<file path="config.mk">
export PLATFORM = sky130hd
export DESIGN_NAME = p9pfs_top
export DESIGN_NICKNAME = d
export VERILOG_FILES = /design/src/hdl/p9pfs_pkg.sv /design/src/hdl/p9pfs_sync.sv /design/src/hdl/p9pfs_top.sv
export SDC_FILE = /design/constraint.sdc
export NUM_CORES = 1
export LEC_CHECK = 0
export ABC_CLOCK_PERIOD_IN_PS = 2200
export BUFFER_PORTS_ARGS = -buffer_cell sky130_fd_sc_hd__buf_4
export CAP_MARGIN = 20
export CORE_MARGIN = 2
export CORE_UTILIZATION = 53
export CTS_CLUSTER_SIZE = 30
export DETAILED_ROUTE_END_ITERATION = 10
export GPL_TIMING_DRIVEN = 0
export PLACE_DENSITY = 0.85
export SETUP_SLACK_MARGIN = 0.2
export SLEW_MARGIN = 40
export SYNTH_ARGS = -nofsm -noshare
export SYNTH_HDL_FRONTEND = slang
export SYNTH_HIERARCHICAL = 1
export SYNTH_SLANG_ARGS = --single-unit
export TNS_END_PERCENT = 100
</file>
<file path="constraint.sdc">
create_clock -name pclk -period 2.2 [get_ports pclk]
set_input_delay 0.44 -clock pclk [delete_from_list [all_inputs] [get_ports pclk]]
set_output_delay 0.44 -clock pclk [all_outputs]
set_load 0.01 [all_outputs]
</file>
<file path="src/hdl/p9pfs_pkg.sv">
// constants for the port 9 upper pin function select block
package p9pfs_pkg;

    // ------------------------------------------------------------
    // bus geometry
    // ------------------------------------------------------------
    localparam int P9PFS_ADDR_W = 12;
    localparam int P9PFS_IDX_W = 10;

    // ------------------------------------------------------------
    // register indices (byte address is four times the index)
    // ------------------------------------------------------------
    localparam logic [9:0] IDX_TIMER_B3_MODE = 10'h35B;
    localparam logic [9:0] IDX_TIMER_B4_MODE = 10'h35C;
    localparam logic [9:0] IDX_SERIAL4_CONTROL = 10'h366;
    localparam logic [9:0] IDX_ANALOG_CONVERT_CONTROL_1 = 10'h3D7;
    localparam logic [9:0] IDX_DAC_CONTROL = 10'h3DC;
    localparam logic [9:0] IDX_PORT9_PIN_LEVEL = 10'h3F0;
    localparam logic [9:0] IDX_PORT9_OUTPUT_DATA = 10'h3F1;
    localparam logic [9:0] IDX_PORT9_DIRECTION = 10'h3F3;
    localparam logic [9:0] IDX_PULLUP_CONTROL_GROUP = 10'h3FE;

    // ------------------------------------------------------------
    // field positions
    // ------------------------------------------------------------
    localparam int BIT_LINE5 = 5;
    localparam int BIT_LINE4 = 4;
    localparam int BIT_LINE3 = 3;
    localparam int BIT_PULLUP_P94_P97 = 3;
    localparam int BIT_PULLUP_P90_P93 = 2;
    localparam int BIT_OPAMP_MODE_HI = 7;
    localparam int BIT_OPAMP_MODE_LO = 6;
    localparam int BIT_SERIAL4_PORT_SEL = 3;
    localparam int BIT_SERIAL4_CLK_OUT = 6;
    localparam int BIT_DAC1_EN = 1;
    localparam int BIT_DAC0_EN = 0;
    localparam int BIT_TIMER_EVENT_SEL = 7;

    // ------------------------------------------------------------
    // op-amp mode encodings
    // ------------------------------------------------------------
    localparam logic [1:0] OPAMP_OFF = 2'h0;
    localparam logic [1:0] OPAMP_ANEX_IN = 2'h1;
    localparam logic [1:0] OPAMP_CONNECT = 2'h3;

    // ------------------------------------------------------------
    // values after reset
    // ------------------------------------------------------------
    localparam logic [7:0] RST_REG8 = 8'h00;
    localparam logic [31:0] RST_RDATA = 32'h0000_0000;

    // ------------------------------------------------------------
    // synchroniser depth
    // ------------------------------------------------------------
    localparam int SYNC_STAGES = 2;

endpackage

</file>
<file path="src/hdl/p9pfs_sync.sv">
// two-stage synchroniser for the asynchronous pin levels
`timescale 1ns/1ns
`default_nettype none

module p9pfs_sync #(
    parameter int WIDTH = 3
) (
    input wire logic pclk,
    input wire logic presetn,
    input wire logic [WIDTH-1:0] async_in,
    output logic [WIDTH-1:0] sync_out
);
    import p9pfs_pkg::*;

    typedef struct packed {
        logic [WIDTH-1:0] meta;
        logic [WIDTH-1:0] stable;
    } p9pfs_sync_state_t;

    p9pfs_sync_state_t st_reg;
    p9pfs_sync_state_t st_next;

    // first stage feeds only the second stage
    always_comb begin
        st_next = st_reg;
        st_next.meta = async_in;
        st_next.stable = st_reg.meta;
    end

    always_ff @(posedge pclk or negedge presetn) begin
        if (!presetn) begin
            st_reg <= '0;
        end else begin
            st_reg <= st_next;
        end
    end

    assign sync_out = st_reg.stable;

endmodule

`default_nettype wire

</file>
<file path="src/hdl/p9pfs_top.sv">
// port 9 lines 5..3 pin function select with apb register access
//
// Operation
// - line5 is gp output when direction 1 and op-amp, serial select 0.
// - one pull-up bit covers lines 4 through 7 together.
// - line5 routes to analog extension input when op-amp mode is 01.
// - line5 becomes op-amp connection output when op-amp mode is 11.
// - serial select gives line5 to serial clock; clock-out bit sets oe.
// - direction 0, pull-up 0, no function: plain input without pull-up.
// - pull-up applies only with direction 0 and group bit 1.
// - dac enables drive line4 with channel 1, line3 with channel 0.
// - timer b4/b3 count from lines 4/3 when event bit 0, input, no dac.
// - direction bits 4 and 3 make lines 4 and 3 outputs when 1 and their dac channel is off.
// - line3 pull-up comes from the bit shared with lines 0 to 2.
`timescale 1ns/1ns
`default_nettype none

module p9pfs_top (
    input wire logic pclk,
    input wire logic presetn,
    input wire logic psel,
    input wire logic penable,
    input wire logic pwrite,
    input wire logic [p9pfs_pkg::P9PFS_ADDR_W-1:0] paddr,
    input wire logic [31:0] pwdata,
    input wire logic [3:0] pstrb,
    output logic [31:0] prdata,
    output logic pready,
    output logic pslverr,
    input wire logic port9_line5_in,
    output logic port9_line5_out,
    output logic port9_line5_oe,
    output logic port9_line5_pullup,
    input wire logic port9_line4_in,
    output logic port9_line4_out,
    output logic port9_line4_oe,
    output logic port9_line4_pullup,
    input wire logic port9_line3_in,
    output logic port9_line3_out,
    output logic port9_line3_oe,
    output logic port9_line3_pullup,
    input wire logic serial_unit4_clock_out,
    output logic serial_unit4_clock_in,
    output logic analog_extension_input_0_en,
    output logic analog_extension_input_0_drive_en,
    output logic dac_channel_one_output_en,
    output logic dac_channel_zero_output_en,
    output logic timer_b4_count_input,
    output logic timer_b3_count_input
);
    import p9pfs_pkg::*;

    typedef struct packed {
        logic [7:0] serial4_control;
        logic [7:0] timer_b3_mode;
        logic [7:0] timer_b4_mode;
        logic [7:0] analog_convert_control_1;
        logic [7:0] dac_control;
        logic [7:0] port9_direction;
        logic [7:0] pullup_control_group;
        logic [7:0] port9_output_data;
        logic ready;
        logic slverr;
        logic [31:0] rdata;
        logic [2:0] pin_out;
        logic [2:0] pin_oe;
        logic [2:0] pin_pu;
        logic sclk_in;
        logic anex_en;
        logic anex_drive;
        logic dac1_en;
        logic dac0_en;
        logic tb4_in;
        logic tb3_in;
    } p9pfs_state_t;

    p9pfs_state_t st_reg;
    p9pfs_state_t st_next;
    logic [2:0] pin_sync;
    logic [2:0] pin_async;

    // ------------------------------------------------------------
    // pin synchronisers (bit 2 = line5, 1 = line4, 0 = line3)
    // ------------------------------------------------------------
    assign pin_async = {port9_line5_in, port9_line4_in, port9_line3_in};

    p9pfs_sync #(
        .WIDTH(3)
    ) u_sync (
        .pclk(pclk),
        .presetn(presetn),
        .async_in(pin_async),
        .sync_out(pin_sync)
    );

    // ------------------------------------------------------------
    // next state: apb slave and pin decode
    // ------------------------------------------------------------
    always_comb begin
        logic done;
        logic wr;
        logic hit;
        logic [7:0] rd8;
        logic [9:0] idx;
        logic [1:0] opm;
        logic sel4;
        logic p5_func;
        logic p4_func;
        logic p3_func;
        st_next = st_reg;
        opm = st_reg.analog_convert_control_1[BIT_OPAMP_MODE_HI:
                                              BIT_OPAMP_MODE_LO];
        sel4 = st_reg.serial4_control[BIT_SERIAL4_PORT_SEL];
        p5_func = 1'b0;
        p4_func = st_reg.dac_control[BIT_DAC1_EN];
        p3_func = st_reg.dac_control[BIT_DAC0_EN];
        idx = paddr[P9PFS_ADDR_W-1:2];
        // one wait state: pready rises in the second access cycle
        done = psel && penable && st_reg.ready;
        wr = done && pwrite && pstrb[0];
        hit = 1'b1;
        rd8 = 8'h00;
        unique case (idx)
            IDX_SERIAL4_CONTROL: rd8 = st_reg.serial4_control;
            IDX_TIMER_B3_MODE: rd8 = st_reg.timer_b3_mode;
            IDX_TIMER_B4_MODE: rd8 = st_reg.timer_b4_mode;
            IDX_ANALOG_CONVERT_CONTROL_1: rd8 = st_reg.analog_convert_control_1;
            IDX_DAC_CONTROL: rd8 = st_reg.dac_control;
            IDX_PORT9_DIRECTION: rd8 = st_reg.port9_direction;
            IDX_PULLUP_CONTROL_GROUP: rd8 = st_reg.pullup_control_group;
            IDX_PORT9_OUTPUT_DATA: rd8 = st_reg.port9_output_data;
            IDX_PORT9_PIN_LEVEL: rd8 = {2'h0, pin_sync, 3'h0};
            default: hit = 1'b0;
        endcase
        st_next.ready = psel && penable && !st_reg.ready;
        st_next.slverr = psel && penable && !st_reg.ready && !hit;
        if (psel && penable && !st_reg.ready) begin
            st_next.rdata = (hit && !pwrite) ? {24'h0, rd8} : RST_RDATA;
        end
        if (wr) begin
            unique case (idx)
                IDX_SERIAL4_CONTROL: st_next.serial4_control = pwdata[7:0];
                IDX_TIMER_B3_MODE: st_next.timer_b3_mode = pwdata[7:0];
                IDX_TIMER_B4_MODE: st_next.timer_b4_mode = pwdata[7:0];
                IDX_ANALOG_CONVERT_CONTROL_1: begin
                    st_next.analog_convert_control_1 = pwdata[7:0];
                end
                IDX_DAC_CONTROL: st_next.dac_control = pwdata[7:0];
                IDX_PORT9_DIRECTION: st_next.port9_direction = pwdata[7:0];
                IDX_PULLUP_CONTROL_GROUP: begin
                    st_next.pullup_control_group = pwdata[7:0];
                end
                IDX_PORT9_OUTPUT_DATA: st_next.port9_output_data = pwdata[7:0];
                default: ;
            endcase
        end

        // -------- line5: serial clock, analog extension, gp --------
        st_next.sclk_in = 1'b0;
        st_next.anex_en = 1'b0;
        st_next.anex_drive = 1'b0;
        st_next.pin_out[2] = st_reg.port9_output_data[BIT_LINE5];
        st_next.pin_oe[2] = 1'b0;
        // serial select wins over the op-amp mode bits
        if (sel4) begin
            p5_func = 1'b1;
            st_next.pin_out[2] = serial_unit4_clock_out;
            st_next.pin_oe[2] =
                st_reg.serial4_control[BIT_SERIAL4_CLK_OUT];
            st_next.sclk_in =
                !st_reg.serial4_control[BIT_SERIAL4_CLK_OUT]
                && pin_sync[2];
        end else if (opm == OPAMP_ANEX_IN) begin
            p5_func = 1'b1;
            st_next.anex_en = 1'b1;
        end else if (opm == OPAMP_CONNECT) begin
            p5_func = 1'b1;
            // analog drive; the digital driver stays off
            st_next.anex_en = 1'b1;
            st_next.anex_drive = 1'b1;
        end else begin
            // mode 10 is not a listed setting and falls to gp use
            st_next.pin_oe[2] =
                st_reg.port9_direction[BIT_LINE5];
        end
        st_next.pin_pu[2] = !p5_func && !st_reg.port9_direction[BIT_LINE5]
            && st_reg.pullup_control_group[BIT_PULLUP_P94_P97];

        // -------- line4: dac channel 1, timer b4, gp --------
        st_next.dac1_en = p4_func;
        st_next.pin_out[1] = st_reg.port9_output_data[BIT_LINE4];
        st_next.pin_oe[1] = !p4_func
            && st_reg.port9_direction[BIT_LINE4];
        st_next.pin_pu[1] = !p4_func && !st_reg.port9_direction[BIT_LINE4]
            && st_reg.pullup_control_group[BIT_PULLUP_P94_P97];
        st_next.tb4_in = !st_reg.timer_b4_mode[BIT_TIMER_EVENT_SEL]
            && !st_reg.port9_direction[BIT_LINE4] && !p4_func
            && pin_sync[1];

        // -------- line3: dac channel 0, timer b3, gp --------
        st_next.dac0_en = p3_func;
        st_next.pin_out[0] = st_reg.port9_output_data[BIT_LINE3];
        st_next.pin_oe[0] = !p3_func
            && st_reg.port9_direction[BIT_LINE3];
        st_next.pin_pu[0] = !p3_func && !st_reg.port9_direction[BIT_LINE3]
            && st_reg.pullup_control_group[BIT_PULLUP_P90_P93];
        st_next.tb3_in = !st_reg.timer_b3_mode[BIT_TIMER_EVENT_SEL]
            && !st_reg.port9_direction[BIT_LINE3] && !p3_func
            && pin_sync[0];
    end

    // ------------------------------------------------------------
    // state register
    // ------------------------------------------------------------
    always_ff @(posedge pclk or negedge presetn) begin
        if (!presetn) begin
            st_reg <= '0;
            st_reg.serial4_control <= RST_REG8;
            st_reg.timer_b3_mode <= RST_REG8;
            st_reg.timer_b4_mode <= RST_REG8;
            st_reg.analog_convert_control_1 <= RST_REG8;
            st_reg.dac_control <= RST_REG8;
            st_reg.port9_direction <= RST_REG8;
            st_reg.pullup_control_group <= RST_REG8;
            st_reg.port9_output_data <= RST_REG8;
            st_reg.rdata <= RST_RDATA;
        end else begin
            st_reg <= st_next;
        end
    end

    // ------------------------------------------------------------
    // outputs, all straight from the state register
    // ------------------------------------------------------------
    assign prdata = st_reg.rdata;
    assign pready = st_reg.ready;
    assign pslverr = st_reg.slverr;
    assign port9_line5_out = st_reg.pin_out[2];
    assign port9_line5_oe = st_reg.pin_oe[2];
    assign port9_line5_pullup = st_reg.pin_pu[2];
    assign port9_line4_out = st_reg.pin_out[1];
    assign port9_line4_oe = st_reg.pin_oe[1];
    assign port9_line4_pullup = st_reg.pin_pu[1];
    assign port9_line3_out = st_reg.pin_out[0];
    assign port9_line3_oe = st_reg.pin_oe[0];
    assign port9_line3_pullup = st_reg.pin_pu[0];
    assign serial_unit4_clock_in = st_reg.sclk_in;
    assign analog_extension_input_0_en = st_reg.anex_en;
    assign analog_extension_input_0_drive_en = st_reg.anex_drive;
    assign dac_channel_one_output_en = st_reg.dac1_en;
    assign dac_channel_zero_output_en = st_reg.dac0_en;
    assign timer_b4_count_input = st_reg.tb4_in;
    assign timer_b3_count_input = st_reg.tb3_in;

    // ------------------------------------------------------------
    // checks
    // ------------------------------------------------------------
    chk_line5_gp_out: assert property (
        @(posedge pclk) disable iff (!presetn)
        (st_reg.port9_direction[5] && !st_reg.serial4_control[3]
         && st_reg.analog_convert_control_1[7:6] == 2'h0)
        |=> (port9_line5_oe && !port9_line5_pullup
             && port9_line5_out == $past(st_reg.port9_output_data[5])))
        else $error("line5 not driven as gp output");

    chk_shared_pullup_bit: assert property (
        @(posedge pclk) disable iff (!presetn)
        (st_reg.port9_direction[5:4] == 2'h0 && st_reg.dac_control[1] == 1'b0
         && !st_reg.serial4_control[3]
         && st_reg.analog_convert_control_1[7:6] == 2'h0)
        |=> (port9_line5_pullup == port9_line4_pullup))
        else $error("lines 5 and 4 disagree on shared pull-up");

    chk_anex_input: assert property (
        @(posedge pclk) disable iff (!presetn)
        (!st_reg.serial4_control[3]
         && st_reg.analog_convert_control_1[7:6] == 2'h1)
        |=> (analog_extension_input_0_en && !analog_extension_input_0_drive_en
             && !port9_line5_oe))
        else $error("analog extension input not routed");

    chk_opamp_output: assert property (
        @(posedge pclk) disable iff (!presetn)
        $rose(st_reg.analog_convert_control_1[7:6] == 2'h3)
        && !st_reg.serial4_control[3]
        |=> analog_extension_input_0_drive_en ##0 !port9_line5_oe)
        else $error("op-amp connection output not enabled");

    chk_serial_clock_dir: assert property (
        @(posedge pclk) disable iff (!presetn)
        st_reg.serial4_control[3]
        |=> (port9_line5_oe == $past(st_reg.serial4_control[6])
             && !port9_line5_pullup))
        else $error("serial clock direction wrong on line5");

    chk_plain_input: assert property (
        @(posedge pclk) disable iff (!presetn)
        (!st_reg.port9_direction[3] && !st_reg.pullup_control_group[2]
         && !st_reg.dac_control[0])
        |=> (!port9_line3_oe && !port9_line3_pullup
             && !dac_channel_zero_output_en))
        else $error("line3 not a plain input");

    chk_pullup_needs_input: assert property (
        @(posedge pclk) disable iff (!presetn)
        port9_line5_pullup |-> !$past(st_reg.port9_direction[5])
            && $past(st_reg.pullup_control_group[3]))
        else $error("line5 pull-up without input and group bit");

    chk_dac_drive: assert property (
        @(posedge pclk) disable iff (!presetn)
        st_reg.dac_control[1:0] == 2'h3
        |=> (dac_channel_one_output_en && dac_channel_zero_output_en
             && !port9_line4_oe && !port9_line3_oe))
        else $error("dac channels not driving lines 4 and 3");

    chk_timer_count_src: assert property (
        @(posedge pclk) disable iff (!presetn)
        (!st_reg.timer_b4_mode[7] && !st_reg.port9_direction[4]
         && !st_reg.dac_control[1])
        |=> timer_b4_count_input == $past(pin_sync[1]))
        else $error("timer b4 count not taken from line4");

    chk_line_direction: assert property (
        @(posedge pclk) disable iff (!presetn)
        st_reg.dac_control[1:0] == 2'h0
        |=> (port9_line4_oe == $past(st_reg.port9_direction[4])
             && port9_line3_oe == $past(st_reg.port9_direction[3])))
        else $error("line4 or line3 direction wrong");

    chk_line3_pullup_grp: assert property (
        @(posedge pclk) disable iff (!presetn)
        port9_line3_pullup |-> $past(st_reg.pullup_control_group[2]))
        else $error("line3 pull-up not from its group bit");

endmodule

`default_nettype wire

</file>
==> results by group, run 1 <==
Outcome
  • Run status: finished, final reports clean

Critical path
  • Worst Setup SP: paddr[2]
  • Reg-to-reg endpoint: st_reg[66]
  • Worst reg2reg setup slack: 440 ps
  • Crit Path Category: in -> reg
  • Worst R2R Path Depth: 5
  • Crit-path max cell delay: roughly 560 ps
  • Startpoint type of the worst setup path: input port
  • Largest fanout on the critical path: 10
  • Worst EP required: 2450 ps
  • WP data arrival: roughly 2200 ps
  • Worst reg2reg path startpoint: pready
  • CP max stage cell: nor3_4
  • Worst path cell trace: buf_4 -> nand2b_1 -> nor3_4 -> nand2_1 -> mux2_2
  • Crit. End Element: flip-flop

Pwr
  • Power per Cell Area: 594 nW/µm²
  • Pleak: 2.78 nW
  • Total chip power: about 3.1 mW
  • Max rail drop VDD: 337 µV

Place
  • Port Buf Inserts: 53
  • RD Place Congestion: 0.850
  • Cells after DPL: 501
  • Post-DP HPWL: roughly 6400 µm
  • Placement Cell Area: 5030 µm²

Die
  • Initial Util: 0.542
  • Die area: 9060 µm²
  • Core area: 8130 µm²
  • Row cnt: 33
  • Die width: 95.2 µm
  • Die height: 95.2 µm
  • I/O pin total: 107

Synth
  • Post-Syn Instances: 320
  • Yosys warning total: 6
  • Register area share after synthesis: 0.545
  • Number of synthesized register bits: 96
  • Post-Synthesis Cell Area: 4410 µm²
  • Mean Syn Cell Area: 13.8 µm²
  • Synth unique cells: 46

Detailed routing
  • Starting DRT DRC Count: 198
  • WL/cell: 18.3 µm
  • DRC: 0
  • Via count: slightly below 3000
  • Post-route ant nets: 0
  • Post-Route WL: between 9000 and 10000 µm
  • Vias/cell: around 5.6
  • Pre-antenna DRT Iters: 5

Finish
  • Fin area: 5290 µm²
  • Final nets: 472
  • Area growth, synth to finish: 20.0%
  • Fillers: around 590
  • Ant diodes: 0
  • Largest register FFs: 60
  • Most frequent cells in the layout: dfrtp_1 (96), buf_4 (94), mux2_2 (70), conb_1 (24)
  • Non-Filler Instances: 525
  • Layout cells sized above 1: 0.483
  • Commonest non-fill, non-tap cell in the layout: dfrtp_1

STA
  • Worst slew pin tran: 720 ps
  • Final max-slew violation count: 0
  • Final hold violation count: 0
  • Setup-failing EPs final: 0
  • Setup Skew: 8.20 ps
  • Worst slew margin: 0.520
  • Max Clk Rate: between 500 and 600 MHz
  • Hold_ws: 144 ps
  • Unrepaired setup endpoints after global routing: false
  • Min cycle time layout: 1950 ps
  • Fin crit share: 0.888

Clocking
  • Clock Sinks: 96
  • Reg clk slew, reported paths: 80 ps
  • CTS max path bufs: 2
  • # hold bufs at CTS: 0
  • Htree depth: 3
  • Clock Latency Late Sink: 360 ps
  • CTS tree: done
  • CTS root buf: clkbuf_8
  • CTS buffer count: 9

Global routing
  • Overall routing resource usage: 0.226
  • Initial antenna violation count: 0
  • Global-route wire length before repair: 14900 µm
  • Grt ovf: 0
  • Largest net degree at the start of global routing: 97
  • Vias in the first global route: 2805

Flow run
  • Max Cap Violations: 0

Hold path
  • Worst hold path class: in -> async
[cell families after synthesis]
kind of cell           after synthesis  share of synthesized area
flip-flops                          96                      0.545
multiplexers                        76                      0.194
AND/OR/NAND/NOR                     65                      0.119
buffers and inverters               44                     0.0681
AO/OA/AOI/OAI                       38                     0.0732
other                                1                   0.000850
[per-stage QoR]
stage	util	setup TNS, ps	setup WS (ps)
after global placement	0.618	-1200	-78.1
final	0.651	0	247
after detailed placement	0.618	-2290	-111
after floorplan	-	0	350
after global routing	0.651	0	216
after CTS	0.643	0	259
[layer usage]
metal  wire length [µm]  vias up  GRT usage
met4                240        0     0.0930
li1                   -     1314          -
met1               3970     1441      0.306
met3                821       23     0.0530
met5                  0        -          0
met2               4560      136      0.352
[layout make-up]
type	instances	area, µm²	share of cell area
Timing Repair Buffer	61	464	0.0877
Sequential cell	96	2400	0.454
Buffer	42	293	0.0553
Tap cell	105	131	0.0248
Multi-Input combinational cell	203	1800	0.339
Clock buffer	12	145	0.0274
Clock inverter	4	53.8	0.0102
Inverter	2	7.51	0.00142
[cell usage after synthesis (all sizes together)]
cell     instances  area [µm²]
dfrtp           96        2400
a22oi           11        82.6
nor3b            3        22.5
o32ai            1        8.76
and4             1        8.76
nand2b           3        18.8
nor2             6        38.8
clkbuf           2        7.51
nor4             2        25.0
mux2i            1        10.0
a21oi            1        5.00
inv              2        7.51
nand4bb          1        11.3
a211oi           1        20.0
o2bb2ai          1        8.76
conb             1        3.75
and2b            1        7.51
and3             3        18.8
and2             4        25.0
nor2b            4        25.0
buf             40         285
or2              1        6.26
o21ai            2        10.0
nand3           12        72.6
a21o             1        7.51
nor4b            4        50.1
and4b            1        10.0
a222oi           5        50.1
a22o             8        70.1
and4bb           1        12.5
nand4            2        25.0
nand3b           2        27.5
a32oi            6        52.6
o211ai           1        7.51
nor3             3        48.8
mux2            75         845
nand4b           2        32.5
nand2            9        38.8
[critical path: cells and delay by family]
| kind | cells | cell delay, ps |
|---|---|---|
| and+or+nand+nor | 3 | 1240 |
| muxes | 1 | 400 |
| buffers and inverters | 1 | 120 |
[what timing repair did]
item,in CTS,in global routing
endpoints found under the setup margin,0,34
setup buffers,0,8
resized for setup,0,1
[where the power goes]
part | internal [mW] | leakage (nW) | total, mW | switching (mW)
clock network | 0.559 | 0.0928 | 1.16 | 0.596
logic | 0.0867 | 1.36 | 0.212 | 0.126
registers | 1.77 | 1.32 | 1.78 | 0.00478
total | 2.42 | 2.78 | 3.14 | 0.726
[how the worst max path moves through the flow]
stage               slack, ps          end  cells past startpoint
floorplan                 350   st_reg[90]                      6
detailed placement       -110  st_reg[113]                      5
global route              220  st_reg[113]                      5
CTS                       260  st_reg[113]                      5
finish                    250  st_reg[113]                      5
global placement          -80   st_reg[98]                      6
Note: power is estimated with default switching activity, not from simulation.
==> run 2, diff against run 1 <==
--- a/config.mk
+++ b/config.mk
@@ -8,8 +8,10 @@
 export ABC_CLOCK_PERIOD_IN_PS = 2200
 export BUFFER_PORTS_ARGS = -buffer_cell sky130_fd_sc_hd__buf_4
 export CAP_MARGIN = 20
+export CORE_ASPECT_RATIO = 1.75
 export CORE_MARGIN = 2
 export CORE_UTILIZATION = 53
+export CTS_CLUSTER_DIAMETER = 60
 export CTS_CLUSTER_SIZE = 30
 export DETAILED_ROUTE_END_ITERATION = 10
 export GPL_TIMING_DRIVEN = 0
==> results by group, run 2 (synthesized netlist as in run 1, its figures left out) <==
Critical path
  • Reg-to-reg endpoint: st_reg[70]
  • WP data arrival: 2140 ps
  • Setup crit end: st_reg[55]
  • Most frequent CP cell: buf_4
  • Worst path cell trace: buf_4 -> and4bb_2 -> and4b_1 -> and2_1 -> buf_4 -> mux2_2
  • Worst R2R Path Depth: 5
  • Worst Setup SP: paddr[5]
  • Delay-heaviest family, CP: simple AND/OR/NAND/NOR gates
  • Largest fanout on the critical path: 8
  • Crit-path max cell delay: between 400 and 500 ps
  • Crit Path Category: in -> reg
  • CP max stage cell: and4b_1
  • Worst reg2reg setup slack: 440 ps
  • Instance count on the critical path: 6
  • Startpoint type of the worst setup path: input port
  • Worst reg2reg path startpoint: pready
  • Crit. End Element: flip-flop
  • Worst EP required: 2420 ps
  • Crit path buffers/inverters: 2

Finish
  • Final Util: 0.663
  • Area growth, synth to finish: 23.3%
  • Ant diodes: 0
  • Final nets: between 400 and 500
  • Layout cells sized above 1: 0.483
  • Largest register FFs: 60
  • Commonest non-fill, non-tap cell in the layout: dfrtp_1
  • Non-Filler Instances: 512
  • Fin area: 5440 µm²
  • Most frequent cells in the layout: dfrtp_1 (96), buf_4 (92), mux2_2 (70), conb_1 (24)

Place
  • Placement Cell Area: 5010 µm²
  • Cells after DPL: 488
  • Port Buf Inserts: 53
  • Post-DP HPWL: approximately 7000 µm
  • Dpl ws: -131 ps
  • RD Place Congestion: between 0.8 and 0.9

Global routing
  • Initial antenna violation count: 0
  • Overall routing resource usage: 0.231
  • Grt ovf: 0
  • Vias in the first global route: between 3000 and 4000
  • Largest net degree at the start of global routing: 97
  • Global-route wire length before repair: 15700 µm

Pwr
  • Power per Cell Area: 692 nW/µm²
  • Total internal power: 2.97 mW
  • Pleak: 2.85 nW
  • Max rail drop VDD: 627 µV
  • Sequential share of power: 0.473
  • Total chip power: around 3.8 mW
  • Sw Pwr: approximately 0.79 mW
  • Clock power share: 0.467
  • Combinational share of power: 0.060
  • Switching share of power: 0.209

Die
  • Row cnt: 44
  • Die height: ~120 µm
  • Core area: 8200 µm²
  • Initial Util: 0.538
  • Die area: approximately 9100 µm²
  • Die width: 73.0 µm
  • I/O pin total: 107

STA
  • Final max-slew violation count: 0
  • Fin crit share: 0.869
  • Setup Skew: 8.46 ps
  • Unrepaired setup endpoints after global routing: false
  • Worst slew pin tran: 553 ps
  • Hold_ws: 200 ps
  • Final hold violation count: 0
  • Final worst slack: 287 ps
  • Max Clk Rate: approximately 520 MHz
  • Min cycle time layout: 1910 ps
  • Setup-failing EPs final: 0
  • Setup_tns: 0 ps
  • Worst slew margin: 0.632

Clocking
  • CTS tree: done
  • Reg clk slew, reported paths: 70 ps
  • CTS buffer count: 9
  • Clock Sinks: 96
  • Clock Latency Late Sink: 340 ps
  • Htree depth: 3
  • CTS max path bufs: 2
  • CTS root buf: clkbuf_16

Detailed routing
  • Vias/cell: 5.89
  • WL/cell: 19.9 µm
  • Starting DRT DRC Count: 318
  • Post-Route WL: 10200 µm
  • Pre-antenna DRT Iters: 4
  • DRC: 0
  • Post-route ant nets: 0
  • Via count: 3014

Outcome
  • Run status: finished, final reports clean

Flow run
  • Max Cap Violations: 0

Hold path
  • Worst hold path class: in -> reg
[run 2: cell count changes in the layout (fill, tap and decap cells not counted), moves of 2 or more]
cell	change
buf_4	-2
bufinv_16	+2
clkbuf_16	+9
clkbuf_8	-10
clkinv_2	+2
[run 2: area by class of cell]
type	instances	area, µm²
fillers	571	2770
flip-flops and latches	96	2400
multi-input cells	203	1800
repair buffers	61	487
plain buffers	42	293
clock buffers	10	229
well taps	92	115
clock inverters	6	108
inverters	2	7.51
[run 2: what timing repair did]
action | 4_1_cts | 5_1_grt
resized for setup | 0 | 1
setup buffers | 0 | 6
hold buffers | 0 | 1
hold endpoints to repair | 0 | 23
setup endpoints to repair | 0 | 31
[run 2: how the worst min path moves through the flow]
stage / cells after the start / slack, ps / startpoint / to
after CTS: 1 / 200 / port9_line4_in / u_sync/st_next[1]
final: 1 / 200 / port9_line4_in / u_sync/st_next[1]
after detailed placement: 0 / 340 / u_sync/st_next[1] / u_sync/sync_out[1]
after global routing: 1 / 190 / port9_line4_in / u_sync/st_next[1]
after global placement: 0 / 330 / u_sync/st_next[2] / u_sync/sync_out[2]
after floorplan: 0 / 140 / presetn / analog_extension_input_0_drive_en
[run 2: per-layer routing]
layer | GRT usage | up-vias | share of wire
met1 | 0.258 | 1524 | 0.36
met5 | 0 | - | 0
met3 | 0.0494 | 28 | 0.067
met2 | 0.392 | 146 | 0.54
li1 | - | 1316 | -
met4 | 0.133 | 0 | 0.036
[run 2: power by group through the flow]
stage | sequential (mW) | clock [mW] | combinational (mW)
after floorplan | 1.81 | 0 | 0.0957
after global placement | 1.81 | 0 | 0.206
after detailed placement | 1.81 | 0 | 0.213
after CTS | 1.78 | 1.76 | 0.214
after global routing | 1.78 | 1.82 | 0.246
final | 1.78 | 1.76 | 0.225
